## src/verilog/gup_pkg.sv

```systemverilog
// Constants for the eight-pin utility port: register indices, field positions,
// reset values and the auto-toggle timing.
// Assumes a 100 MHz aclk and a word-per-register AXI4-Lite map.
package gup_pkg;

	// ==========================================================
	// Register indices (byte address is four times the index)
	localparam logic [7:0] IDX_PIN_DIRECTION   = 8'h97;
	localparam logic [7:0] IDX_PIN_OUTPUT_DATA = 8'h9A;
	localparam logic [7:0] IDX_PIN_INPUT_DATA  = 8'h9B;
	localparam logic [7:0] IDX_PIN_CHANGE_MASK = 8'h9C;
	localparam logic [7:0] IDX_UTILITY_SETUP   = 8'h9D;
	localparam logic [7:0] IDX_PIN_CHANGE_FLAGS = 8'hC0;

	// ==========================================================
	// Reset values
	localparam logic [7:0] RST_PIN_DIRECTION   = 8'h00;
	localparam logic [7:0] RST_PIN_OUTPUT_DATA = 8'h00;
	localparam logic [7:0] RST_PIN_CHANGE_MASK = 8'hFF;
	localparam logic [7:0] RST_UTILITY_SETUP   = 8'h00;
	localparam logic [7:0] RST_PIN_CHANGE_FLAGS = 8'h00;

	// ==========================================================
	// Utility setup fields
	localparam int SCRATCH_MEM_MAP_SELECT_BIT     = 7;
	localparam int UTIL_RESERVED_BIT              = 6;
	localparam int PIN0_AUTO_TOGGLE_ENABLE_BIT    = 5;
	localparam int PIN4_WRITE_STROBE_SELECT_BIT   = 4;
	localparam int PIN3_TIMER1_TRIGGER_SELECT_BIT = 3;
	localparam int PIN2_TIMER0_TRIGGER_SELECT_BIT = 2;
	localparam int PIN1_SERIAL_TX_SELECT_BIT      = 1;
	localparam int PIN0_SERIAL_RX_SELECT_BIT      = 0;

	// ==========================================================
	// AXI responses
	localparam logic [1:0] RESP_OKAY   = 2'h0;
	localparam logic [1:0] RESP_SLVERR = 2'h2;

	// ==========================================================
	// Timing
	localparam int CLK_PERIOD_NS      = 10;
	localparam int TOGGLE_PERIOD_NS   = 1000000000;
	localparam int TOGGLE_HALF_CYCLES = TOGGLE_PERIOD_NS / CLK_PERIOD_NS / 2;

endpackage

```

## src/verilog/gup_toggle_gen.sv

```systemverilog
// Square wave source for the pin 0 auto-toggle.
// Assumes aclk and a synchronous active-low reset shared with the port.
`timescale 1ns/1ps
module gup_toggle_gen
	import gup_pkg::*;
#(
	parameter int HALF_CYCLES = TOGGLE_HALF_CYCLES
) (
	input  wire logic aclk,
	input  wire logic aresetn,
	input  wire logic enable,
	output logic      level
);

	localparam int CW = (HALF_CYCLES > 1) ? $clog2(HALF_CYCLES) : 1;
	localparam logic [CW-1:0] LAST = CW'(HALF_CYCLES - 1);

	if (HALF_CYCLES < 1) begin : g_check_half
		$error("HALF_CYCLES must be at least 1");
	end

	typedef struct packed {
		logic [CW-1:0] cnt;
		logic          level;
	} gup_tog_state_t;

	gup_tog_state_t st_r;
	gup_tog_state_t st_nxt;

	// ==========================================================
	// Half period counter
	always_comb begin
		st_nxt = st_r;
		if (!enable) begin
			// Restart from low so each enable gives a full first half
			st_nxt.cnt   = '0;
			st_nxt.level = 1'b0;
		end else if (st_r.cnt == LAST) begin
			st_nxt.cnt   = '0;
			st_nxt.level = ~st_r.level;
		end else begin
			st_nxt.cnt = st_r.cnt + CW'(1);
		end
	end

	always_ff @(posedge aclk) begin
		if (!aresetn)
			st_r <= '0;
		else
			st_r <= st_nxt;
	end

	assign level = st_r.level;
endmodule

```

## src/verilog/gup_utility_port.sv

```systemverilog
// Eight-pin utility port with change flags, pin muxing and auto-toggle,
// reached over AXI4-Lite.
// Assumes pins, strobe and serial inputs are synchronous to aclk.
//
// Function
// - Output data bit drives the pin buffer.
// - Input data register reads current pin levels.
// - Any pin level change sets its flag.
// - Writing 1 clears flag; 0 no effect.
// - Interrupt high while unmasked flag set.
// - Mask bit 1 blocks that flag's interrupt.
// - Select bit maps scratch SRAM code/data.
// - Toggle enable auto-toggles output pin 0.
// - Toggle period one second, half duty.
// - Bit 4 routes write strobe to pin 4.
// - Bit 3 clear: timer 1 from pin 3.
// - Bit 2 clear: timer 0 from pin 2.
// - Bit 1 routes serial transmit to pin 1.
// - Bit 0 ties serial receive to zero.
`timescale 1ns/1ps
module gup_utility_port
	import gup_pkg::*;
#(
	parameter int ADDR_W      = 10,
	parameter int HALF_CYCLES = TOGGLE_HALF_CYCLES
) (
	input  wire logic              aclk,
	input  wire logic              aresetn,
	input  wire logic [ADDR_W-1:0] awaddr,
	input  wire logic [2:0]        awprot,
	input  wire logic              awvalid,
	output logic                   awready,
	input  wire logic [31:0]       wdata,
	input  wire logic [3:0]        wstrb,
	input  wire logic              wvalid,
	output logic                   wready,
	output logic [1:0]             bresp,
	output logic                   bvalid,
	input  wire logic              bready,
	input  wire logic [ADDR_W-1:0] araddr,
	input  wire logic [2:0]        arprot,
	input  wire logic              arvalid,
	output logic                   arready,
	output logic [31:0]            rdata,
	output logic [1:0]             rresp,
	output logic                   rvalid,
	input  wire logic              rready,
	input  wire logic [7:0]        pin_in,
	output logic [7:0]             pin_out,
	output logic [7:0]             pin_oe,
	input  wire logic              disk_io_write_strobe,
	input  wire logic              processor_port3_bit1,
	output logic                   processor_port3_bit0,
	output logic                   timer0_trigger,
	output logic                   timer1_trigger,
	output logic                   processor_ext_irq_line,
	output logic                   scratch_in_code_space,
	output logic                   scratch_in_data_space
);

	if (ADDR_W < 10) begin : g_check_addr
		$error("ADDR_W must be at least 10 to reach every register");
	end
	if (HALF_CYCLES < 1) begin : g_check_half
		$error("HALF_CYCLES must be at least 1");
	end

	typedef struct packed {
		logic [7:0]        dir;
		logic [7:0]        odata;
		logic [7:0]        mask;
		logic [7:0]        util;
		logic [7:0]        flags;
		logic [7:0]        pin_prev;
		logic              primed;
		logic              aw_got;
		logic              w_got;
		logic [ADDR_W-1:0] waddr;
		logic [7:0]        wbyte;
		logic              wlane0;
		logic              awready;
		logic              wready;
		logic              bvalid;
		logic [1:0]        bresp;
		logic              arready;
		logic              rvalid;
		logic [1:0]        rresp;
		logic [7:0]        rbyte;
		logic [7:0]        pin_out;
		logic [7:0]        pin_oe;
		logic              rx;
		logic              t0;
		logic              t1;
		logic              irq;
		logic              code_map;
		logic              data_map;
	} gup_state_t;

	localparam gup_state_t ST_RESET = '{
		dir:      RST_PIN_DIRECTION,
		odata:    RST_PIN_OUTPUT_DATA,
		mask:     RST_PIN_CHANGE_MASK,
		util:     RST_UTILITY_SETUP,
		flags:    RST_PIN_CHANGE_FLAGS,
		data_map: !RST_UTILITY_SETUP[SCRATCH_MEM_MAP_SELECT_BIT],
		default:  '0
	};

	gup_state_t st_r;
	gup_state_t st_nxt;
	logic       tog_level;
	logic       wr_fire;
	logic [8:0] wr_dec;
	logic [8:0] rd_dec;
	logic [7:0] change;
	logic [7:0] clr_mask;

	// ==========================================================
	// Address decode
	// Returns {hit, index}; misaligned or out-of-range addresses miss
	function automatic logic [8:0] decode(input logic [ADDR_W-1:0] addr);
		logic [7:0] idx;
		logic       ok;
		idx = addr[9:2];
		ok  = (addr[1:0] == 2'h0) && ((addr >> 10) == '0);
		case (idx)
			IDX_PIN_DIRECTION, IDX_PIN_OUTPUT_DATA, IDX_PIN_INPUT_DATA,
			IDX_PIN_CHANGE_MASK, IDX_UTILITY_SETUP, IDX_PIN_CHANGE_FLAGS: ;
			default: ok = 1'b0;
		endcase
		return {ok, idx};
	endfunction

	assign wr_dec  = decode(st_r.waddr);
	assign rd_dec  = decode(araddr);
	assign wr_fire = st_r.aw_got && st_r.w_got && !st_r.bvalid;
	// Change detection waits one cycle after reset for a valid history
	assign change  = st_r.primed ? (pin_in ^ st_r.pin_prev) : 8'h00;
	assign clr_mask = (wr_fire && wr_dec[8] && st_r.wlane0 &&
		wr_dec[7:0] == IDX_PIN_CHANGE_FLAGS) ? st_r.wbyte : 8'h00;

	gup_toggle_gen #(
		.HALF_CYCLES (HALF_CYCLES)
	) u_toggle (
		.aclk    (aclk),
		.aresetn (aresetn),
		.enable  (st_r.util[PIN0_AUTO_TOGGLE_ENABLE_BIT] && st_r.dir[0]),
		.level   (tog_level)
	);

	// ==========================================================
	// Next state
	always_comb begin
		st_nxt          = st_r;
		st_nxt.primed   = 1'b1;
		st_nxt.pin_prev = pin_in;

		// Address and data are taken independently, in either order
		if (awvalid && st_r.awready) begin
			st_nxt.aw_got = 1'b1;
			st_nxt.waddr  = awaddr;
		end
		if (wvalid && st_r.wready) begin
			st_nxt.w_got  = 1'b1;
			st_nxt.wbyte  = wdata[7:0];
			st_nxt.wlane0 = wstrb[0];
		end

		if (wr_fire) begin
			st_nxt.aw_got = 1'b0;
			st_nxt.w_got  = 1'b0;
			st_nxt.bvalid = 1'b1;
			st_nxt.bresp  = wr_dec[8] ? RESP_OKAY : RESP_SLVERR;
			// Only lane 0 carries register bits; the input register ignores writes
			if (wr_dec[8] && st_r.wlane0) begin
				unique case (wr_dec[7:0])
					IDX_PIN_DIRECTION:   st_nxt.dir   = st_r.wbyte;
					IDX_PIN_OUTPUT_DATA: st_nxt.odata = st_r.wbyte;
					IDX_PIN_CHANGE_MASK: st_nxt.mask  = st_r.wbyte;
					// Bit 6 is stored as written; software keeps it at zero
					IDX_UTILITY_SETUP:   st_nxt.util  = st_r.wbyte;
					default: ;
				endcase
			end
		end else if (st_r.bvalid && bready) begin
			st_nxt.bvalid = 1'b0;
		end

		// Set wins over clear when both land in one cycle
		st_nxt.flags = (st_r.flags & ~clr_mask) | change;

		if (arvalid && st_r.arready) begin
			st_nxt.rvalid = 1'b1;
			st_nxt.rresp  = rd_dec[8] ? RESP_OKAY : RESP_SLVERR;
			st_nxt.rbyte  = 8'h00;
			if (rd_dec[8]) begin
				unique case (rd_dec[7:0])
					IDX_PIN_DIRECTION:    st_nxt.rbyte = st_r.dir;
					IDX_PIN_OUTPUT_DATA:  st_nxt.rbyte = st_r.odata;
					IDX_PIN_INPUT_DATA:   st_nxt.rbyte = pin_in;
					IDX_PIN_CHANGE_MASK:  st_nxt.rbyte = st_r.mask;
					IDX_UTILITY_SETUP:    st_nxt.rbyte = st_r.util;
					IDX_PIN_CHANGE_FLAGS: st_nxt.rbyte = st_r.flags;
					default: ;
				endcase
			end
		end else if (st_r.rvalid && rready) begin
			st_nxt.rvalid = 1'b0;
		end

		// One write and one read in flight at most
		st_nxt.awready = !st_nxt.aw_got && !st_nxt.bvalid;
		st_nxt.wready  = !st_nxt.w_got && !st_nxt.bvalid;
		st_nxt.arready = !st_nxt.rvalid;

		// Pin drivers and alternate functions
		st_nxt.pin_oe  = st_nxt.dir;
		st_nxt.pin_out = st_nxt.odata;
		if (st_nxt.util[PIN0_AUTO_TOGGLE_ENABLE_BIT] && st_nxt.dir[0])
			st_nxt.pin_out[0] = tog_level;
		if (st_nxt.util[PIN1_SERIAL_TX_SELECT_BIT]) begin
			st_nxt.pin_out[1] = processor_port3_bit1;
			st_nxt.pin_oe[1]  = 1'b1;
		end
		if (st_nxt.util[PIN4_WRITE_STROBE_SELECT_BIT]) begin
			st_nxt.pin_out[4] = disk_io_write_strobe;
			st_nxt.pin_oe[4]  = 1'b1;
		end
		// Alternate trigger sources are undefined, so they read as zero
		st_nxt.t1 = st_nxt.util[PIN3_TIMER1_TRIGGER_SELECT_BIT] ? 1'b0 : pin_in[3];
		st_nxt.t0 = st_nxt.util[PIN2_TIMER0_TRIGGER_SELECT_BIT] ? 1'b0 : pin_in[2];
		st_nxt.rx = st_nxt.util[PIN0_SERIAL_RX_SELECT_BIT] ? 1'b0 : pin_in[0];
		st_nxt.code_map = st_nxt.util[SCRATCH_MEM_MAP_SELECT_BIT];
		st_nxt.data_map = !st_nxt.util[SCRATCH_MEM_MAP_SELECT_BIT];
		st_nxt.irq = |(st_nxt.flags & ~st_nxt.mask);
	end

	always_ff @(posedge aclk) begin
		if (!aresetn)
			st_r <= ST_RESET;
		else
			st_r <= st_nxt;
	end

	// ==========================================================
	// Outputs
	assign awready                = st_r.awready;
	assign wready                 = st_r.wready;
	assign bvalid                 = st_r.bvalid;
	assign bresp                  = st_r.bresp;
	assign arready                = st_r.arready;
	assign rvalid                 = st_r.rvalid;
	assign rresp                  = st_r.rresp;
	assign rdata                  = {24'h000000, st_r.rbyte};
	assign pin_out                = st_r.pin_out;
	assign pin_oe                 = st_r.pin_oe;
	assign processor_port3_bit0   = st_r.rx;
	assign timer0_trigger         = st_r.t0;
	assign timer1_trigger         = st_r.t1;
	assign processor_ext_irq_line = st_r.irq;
	assign scratch_in_code_space  = st_r.code_map;
	assign scratch_in_data_space  = st_r.data_map;
endmodule

```

## config.mk

```make
export PLATFORM = sky130hd
export DESIGN_NAME = gup_utility_port
export DESIGN_NICKNAME = d
export VERILOG_FILES = /design/src/verilog/gup_pkg.sv /design/src/verilog/gup_toggle_gen.sv /design/src/verilog/gup_utility_port.sv
export SDC_FILE = /design/constraint.sdc
export NUM_CORES = 1
export LEC_CHECK = 0
export BUFFER_PORTS_ARGS = -buffer_cell sky130_fd_sc_hd__buf_2
export CAP_MARGIN = 0
export CORE_MARGIN = 4
export CORE_UTILIZATION = 45
export DETAILED_ROUTE_END_ITERATION = 7
export GPL_ROUTABILITY_DRIVEN = 0
export PLACE_DENSITY = 0.69
export SLEW_MARGIN = 20
export SYNTH_ARGS = -nofsm -noshare
export SYNTH_HDL_FRONTEND = slang
export SYNTH_HIERARCHICAL = 1
export SYNTH_SLANG_ARGS = --single-unit
```

## constraint.sdc

```tcl
create_clock -name aclk -period 3.14 [get_ports aclk]
set_input_delay 0.314 -clock aclk [delete_from_list [all_inputs] [get_ports aclk]]
set_output_delay 0.314 -clock aclk [all_outputs]
set_load 0.005 [all_outputs]
```

After elaboration in Yosys (flattened, before gate mapping):

Cells that the tools add are included.
Widths: inputs -> output; s select.

* register bits after elaboration: 136
* bits in latches: 0
* memory bits (writable): 0
* ROM bits: 0
* input bits: 79
* output and inout bits: 63
* logic and storage cells: 120
* memories: 0

* add/sub/neg operators: 1
* multiply operators: 0
* divide/modulo/power cells: 0
* $lt $le $gt $ge: 0
* equal/unequal tests: 13
* shift operators: 0
* muxes and demuxes: 34
* bitwise gates (word level): 9
* reductions and logical operators: 32

Operators by type and width (count)
* $eq 8x8->1 const B: 12
* $mux 32: 2
* $mux 61: 1
* $mux 8: 7
* $pmux 8 s6: 1
* $add 26x1->26 const B: 1
* $eq 26x26->1 const B: 1
* $mux 10: 2
* $and 8x8->8: 2
* $mux 1: 16
* $not 8->8: 2
* $logic_and 1x1->1: 15
* $reduce_or 6->1: 2
* $mux 9: 1
* $mux 2: 4
* $or 8x8->8: 1
* $reduce_or 8->1: 1
* $xor 8x8->8: 1
* $logic_not 1->1: 6
* $reduce_or 2->1: 3
* $logic_not 2->1: 2
* $not 1->1: 3
* $reduce_and 3->1: 1
* $reduce_or 3->1: 1
* $reduce_and 2->1: 1

Logic depth before layout (Yosys ltp):

* depth in word-level cells: 13
* depth in mapped cells: 8
* mapped depth without buffers: 6

By module:

Netlist, hierarchy kept.

Modules (own cells, without submodules)
* gup_utility_port: times used 1, cells each 498, area an instance 4558.1 sq um, seq. area each 1901.8 sq um
* gup_toggle_gen: times used 1, cells each 144, area an instance 1234.9 sq um, seq. area each 540.5 sq um

Worst setup path before layout:

Ideal clock, no wire load.

* kind: reg-to-reg
* start point: reg st_r (netlist bit bvalid)
* end point: reg st_r (netlist bit processor_ext_irq_line)
* library setup time: 120 ps
* arrival: 2106 ps
* required time: 3020 ps
* setup slack: 914 ps
* cell stages (with the launch flop): 9
* buffers on the path: 2
* period minus slack after synthesis: 2226 ps
* path through: dfxtp_1 and3b_1 buf_4 nand3_2 or4_4 buf_6 or4_1 o21a_1 o31a_1

* cells in the longest elaborated chain, start to end: 11
* elaborated cells between the ends (all ways): 13
* classes of those cells: 2 x mux; 5 x bitwise; 6 x reduce/logical

Ends and longest elaborated chain
* start: declaration: RTL line gup_utility_port.sv:109 `gup_state_t st_r;`
* start signal: assignment: RTL line gup_utility_port.sv:242 `st_r <= st_nxt;`
* $logic_not 1->1 *: RTL line gup_utility_port.sv:136 `assign wr_fire = st_r.aw_got && st_r.w_got && !st_r.bvalid;`
* $logic_and 1x1->1 *: RTL line gup_utility_port.sv:136
* $logic_and 1x1->1 (3 in series): RTL line gup_utility_port.sv:139 `assign clr_mask = (wr_fire && wr_dec[8] && st_r.wlane0 &&`
* $mux 8: RTL line gup_utility_port.sv:140 `wr_dec[7:0] == IDX_PIN_CHANGE_FLAGS) ? st_r.wbyte : 8'h00;`
* $not 8->8: RTL line gup_utility_port.sv:190 `st_nxt.flags = (st_r.flags & ~clr_mask) | change;`
* $and 8x8->8: RTL line gup_utility_port.sv:190
* $or 8x8->8: RTL line gup_utility_port.sv:190
* $and 8x8->8 *: RTL line gup_utility_port.sv:235 `st_nxt.irq = |(st_nxt.flags & ~st_nxt.mask);`
* $reduce_or 8->1 *: RTL line gup_utility_port.sv:235

Mark *: on every way between the ends. The rest lies on a longest branch, timed or not.
A chain may end at the register's enable or synchronous reset.

Worst setup path after layout:

* start point: reg st_r[59] (netlist name)
* end point: reg st_r (netlist bit processor_ext_irq_line)

* cells in the longest elaborated chain, start to end: 11
* elaborated cells between the ends (all ways): 13
* classes of those cells: 2 x mux; 5 x bitwise; 6 x reduce/logical

Ends and longest elaborated chain (RTL line)
* $logic_and 1x1->1 * (2 in series): gup_utility_port.sv:136
* $logic_and 1x1->1 (3 in series): gup_utility_port.sv:139
* $mux 8: gup_utility_port.sv:140
* $not 8->8: gup_utility_port.sv:190
* $and 8x8->8: gup_utility_port.sv:190
* $or 8x8->8: gup_utility_port.sv:190
* $and 8x8->8 *: gup_utility_port.sv:235
* $reduce_or 8->1 *: gup_utility_port.sv:235

Marked as above.

==> flow_summary_export.csv <==
group,metric,value,unit
floorplanning,die-area,14750,um2
critical_path,critical_path.endpoint_type,"flop",
yosys,ys_async_sr_fraction,0,%
yosys,postSynthCellCount,642,
min_path,hold_class,"in2reg",
placed_design,dp_hpwl,9134,um
critical_path,path_class,"reg2reg",
critical_path,timing.critical_path.required,3.44,ns
drt,total_via_count_in_the_routed_design,4582,
floorplanning,core_region_area,12620,um2
clock_tree,tritoncts,"done",
critical_path,crit_path_end,"processor_ext_irq_line",
sta,report.final.hold_viol_count,0,
pwr,power-per-cell-area,539.3,nW/um2
yosys,post_synthesis_average_cell_area,9.023,um2
floorplanning,starting_density,45.91,%
critical_path,cp_cell_sequence,"and3b_1 > nand3_2 > or4_4 > or4_1 > o21a_1 > o31a_1",
pwr,seq_power_share,46.0,%
clock_tree,clock_path_buffers,2,
pwr,power_leakage,2.653,nW
global_routing,globalRoute.totalOverflow,0,
placed_design,port_buffers,82,
cells_and_area,drive_gt1_share,18.12,%
critical_path,regToRegStartpoint,"st_r[59]",
sta,worst_slew_margin_rel,47.40,%
critical_path,critical-path-slowest-cell,"sky130_fd_sc_hd__or4_4",
clock_tree,clk-insertion-delay-late,0.42,ns
pwr,power_switching,0.7866,mW
clock_tree,clock_sinks,122,
clock_tree,clkTransAtPathRegs,0.05,ns
sta,rsz0062_at_grt,"no",
floorplanning,die-height,121.5,um
pwr,total_power,3.532,mW
critical_path,critical_path_peak_fanout,10,
clock_tree,postCtsHoldBufs,0,
yosys,yosys_warnings,6,
sta,period_needed,2.355,ns
pwr,power.switching_fraction,22.27,%
pwr,power.combinational.fraction,5.4,%
yosys,synth_top_flop_cell,"sky130_fd_sc_hd__dfxtp_1",
critical_path,ff2ff_path_depth,6,
cells_and_area,num-nets-final,771,
yosys,synth-seq-cells,122,
clock_tree,clk_root_buffer_cell,"sky130_fd_sc_hd__clkbuf_16",
critical_path,startpoint_type,"flop",
drt,route.detailed.vias_per_inst,5.249,
clock_tree,cts_resized,0,
floorplanning,placementRows,41,
cells_and_area,diodes,0,
floorplanning,io_pins,142,
clock_tree,cts_setup_buffers,0,
global_routing,initial_antenna_violation_count,0,
critical_path,critical_path.reg2reg.endpoint,"processor_ext_irq_line",
sta,fin_setup_tns,0,ns
sta,timing_worst_slew_pin_value,0.7861,ns
cells_and_area,fillCellCount,1208,
drt,routed_wirelength,13030,um
sta,slew_violations,0,
critical_path,timing.critical_path.slowest_cell_delay,0.62,ns
yosys,seq_area_frac_synth,42.16,%
drt,drcViolationCount,0,
global_routing,grt_use_total,18.10,%
outcome,run_status,"complete, no violations",
pwr,power.share.clock,48.6,%
yosys,synthesized_cell_area,5793,um2
clock_tree,cts_max_level,4,
global_routing,via_count_of_the_first_global_routing_pass,4285,
sta,max_clock_freq,424.6,MHz
drt,drt_first_iter_violations,236,
yosys,synth_cell_types,60,
global_routing,grt_start_max_net_pins,49,
run,drv_cap,0,
pwr,vdd_ir_drop_max,0.0003868,V
global_routing,grt_pass1_wl,21170,um
drt,detailedRoute.firstPassIterationCount,5,
sta,finClkSkew,0.008249,ns
critical_path,worstSetupStartpoint,"st_r[59]",
floorplanning,die_width,121.5,um
drt,drtAntennaViolNets,0,
drt,routed_wire_length_per_instance,14.92,um
sta,min_period_over_period,75.00,%
yosys,number_of_enable_type_register_cells_in_the_synthesized_netlist,0,
clock_tree,cts_buffers,17,
sta,fin_worst_hold_slack,0.1416,ns
sta,setup_viol_count_final,0,
critical_path,cp.arrival,2.66,ns
critical_path,r2r_slack,0.79,ns
pwr,power_report.internal_total,2.745,mW
cells_and_area,syn_to_final_growth,13.05,%
layout make-up:
cell class              count  area, um2  area share [%]
flip-flops and latches    122       2442           37.29
multi-input cells         452       2884           44.04
clock inverters             3      15.01          0.2293
clock buffers              26      499.2           7.623
repair buffers             88      455.4           6.955
inverters                  10      37.54          0.5732
well taps                 172      215.2           3.286
stage by stage:
step                      instance area [um2]  setup slack (ns)  util [%]  cells
after CTS                                6549            0.7791     51.89    873
after global placement                   6035            0.6548     47.82    844
final                                    6549            0.7850     51.89    873
after global routing                     6549            0.6632     51.89    873
after floorplan                          5887            0.9139         -    667
after detailed placement                 6035            0.5582     47.82    844
cell families (layout without fill, tap and decap cells):
logic type / count (synthesis) / count (layout) / share of synthesized area [%]
other: 1 / 26 / 0.06473
DFF: 122 / 122 / 42.16
and+or+nand+nor: 239 / 239 / 22.25
AOI/OAI and AO/OA: 117 / 117 / 14.06
adders and majority gates: 1 / 1 / 0.2159
buffers and inverters: 93 / 127 / 9.784
muxes: 47 / 47 / 8.143
xor gates and xnor gates: 22 / 22 / 3.326
layer usage:
metal,GRT usage [%],share of wire [%],vias up
met1,23.44,46,2164
li1,-,-,2275
met4,6.793,1.6,0
met2,29.02,47,128
met3,4.615,5.8,15
met5,0,0,-
critical path, delay by kind of cell (launching register included):
family	cells	cell delay, ns
AOI/OAI and AO/OA	2	0.26
DFF	1	0.38
and+or+nand+nor	4	1.59
cell usage after synthesis, drive strengths merged (10+ instances only):
cell type | n | area, um2
nand4 | 12 | 81.33
inv | 10 | 37.54
a21boi | 27 | 202.7
and2 | 16 | 100.1
xnor2 | 12 | 105.1
dfxtp | 122 | 2442
a22oi | 11 | 82.58
buf | 60 | 442.9
a21oi | 27 | 135.1
nor2 | 28 | 105.1
o21ai | 13 | 65.06
xor2 | 10 | 87.58
mux2i | 46 | 460.4
o22ai | 13 | 81.33
clkbuf | 23 | 86.33
nand2 | 82 | 307.8
nor2b | 34 | 212.7
registers in the layout (all words and copies together), names as in the netlist, 2 cells and up, named ones only:
register,flops
st_r,60
u_toggle/st_r,26
rdata,8
pin_out,3
pin_oe,2
how the worst min path moves through the flow:
stage,slack [ns],end,cells past startpoint,start
floorplan,0.34,st_r[60],0,aresetn
global placement,0.45,u_toggle/st_r[1],1,u_toggle/st_r[1]
detailed placement,0.46,u_toggle/st_r[1],1,u_toggle/st_r[1]
CTS,0.14,st_r[56],3,awaddr[8]
global route,0.15,st_r[66],2,pin_in[5]
finish,0.14,st_r[56],3,awaddr[8]
power groups by stage:
stage | clock (mW) | combinational [mW] | sequential, mW
2_1_floorplan | 0 | 0.154 | 1.64
3_3_place_gp | 0 | 0.184 | 1.65
3_5_place_dp | 0 | 0.189 | 1.66
4_1_cts | 1.74 | 0.191 | 1.63
5_1_grt | 1.83 | 0.215 | 1.63
6_report | 1.71 | 0.191 | 1.63
layout by cell type, fill, tap and decap left out, types with 5 or more instances in the layout:
cell / synthesis / final
sky130_fd_sc_hd__and2_1: 16 / 16
sky130_fd_sc_hd__nor2b_1: 34 / 34
sky130_fd_sc_hd__and3_1: 5 / 5
sky130_fd_sc_hd__clkbuf_16: 0 / 17
sky130_fd_sc_hd__nand4_1: 11 / 11
sky130_fd_sc_hd__nand2_1: 82 / 82
sky130_fd_sc_hd__nor2_1: 28 / 28
sky130_fd_sc_hd__nand2b_1: 5 / 5
sky130_fd_sc_hd__nor3_1: 7 / 7
sky130_fd_sc_hd__a221o_1: 8 / 8
sky130_fd_sc_hd__buf_4: 55 / 6
sky130_fd_sc_hd__a21boi_0: 27 / 27
sky130_fd_sc_hd__dfxtp_1: 122 / 122
sky130_fd_sc_hd__xnor2_1: 12 / 12
sky130_fd_sc_hd__xor2_1: 10 / 10
sky130_fd_sc_hd__or3_1: 7 / 7
sky130_fd_sc_hd__buf_2: 3 / 82
sky130_fd_sc_hd__mux2i_1: 46 / 46
sky130_fd_sc_hd__a21oi_1: 27 / 27
sky130_fd_sc_hd__o22ai_1: 13 / 13
sky130_fd_sc_hd__a22oi_1: 11 / 11
sky130_fd_sc_hd__nand3_1: 5 / 5
sky130_fd_sc_hd__or4_1: 7 / 7
sky130_fd_sc_hd__inv_1: 10 / 10
sky130_fd_sc_hd__conb_1: 1 / 26
sky130_fd_sc_hd__o21ai_0: 13 / 13
sky130_fd_sc_hd__clkbuf_1: 23 / 5
Power figures use the tool's default switching activity.
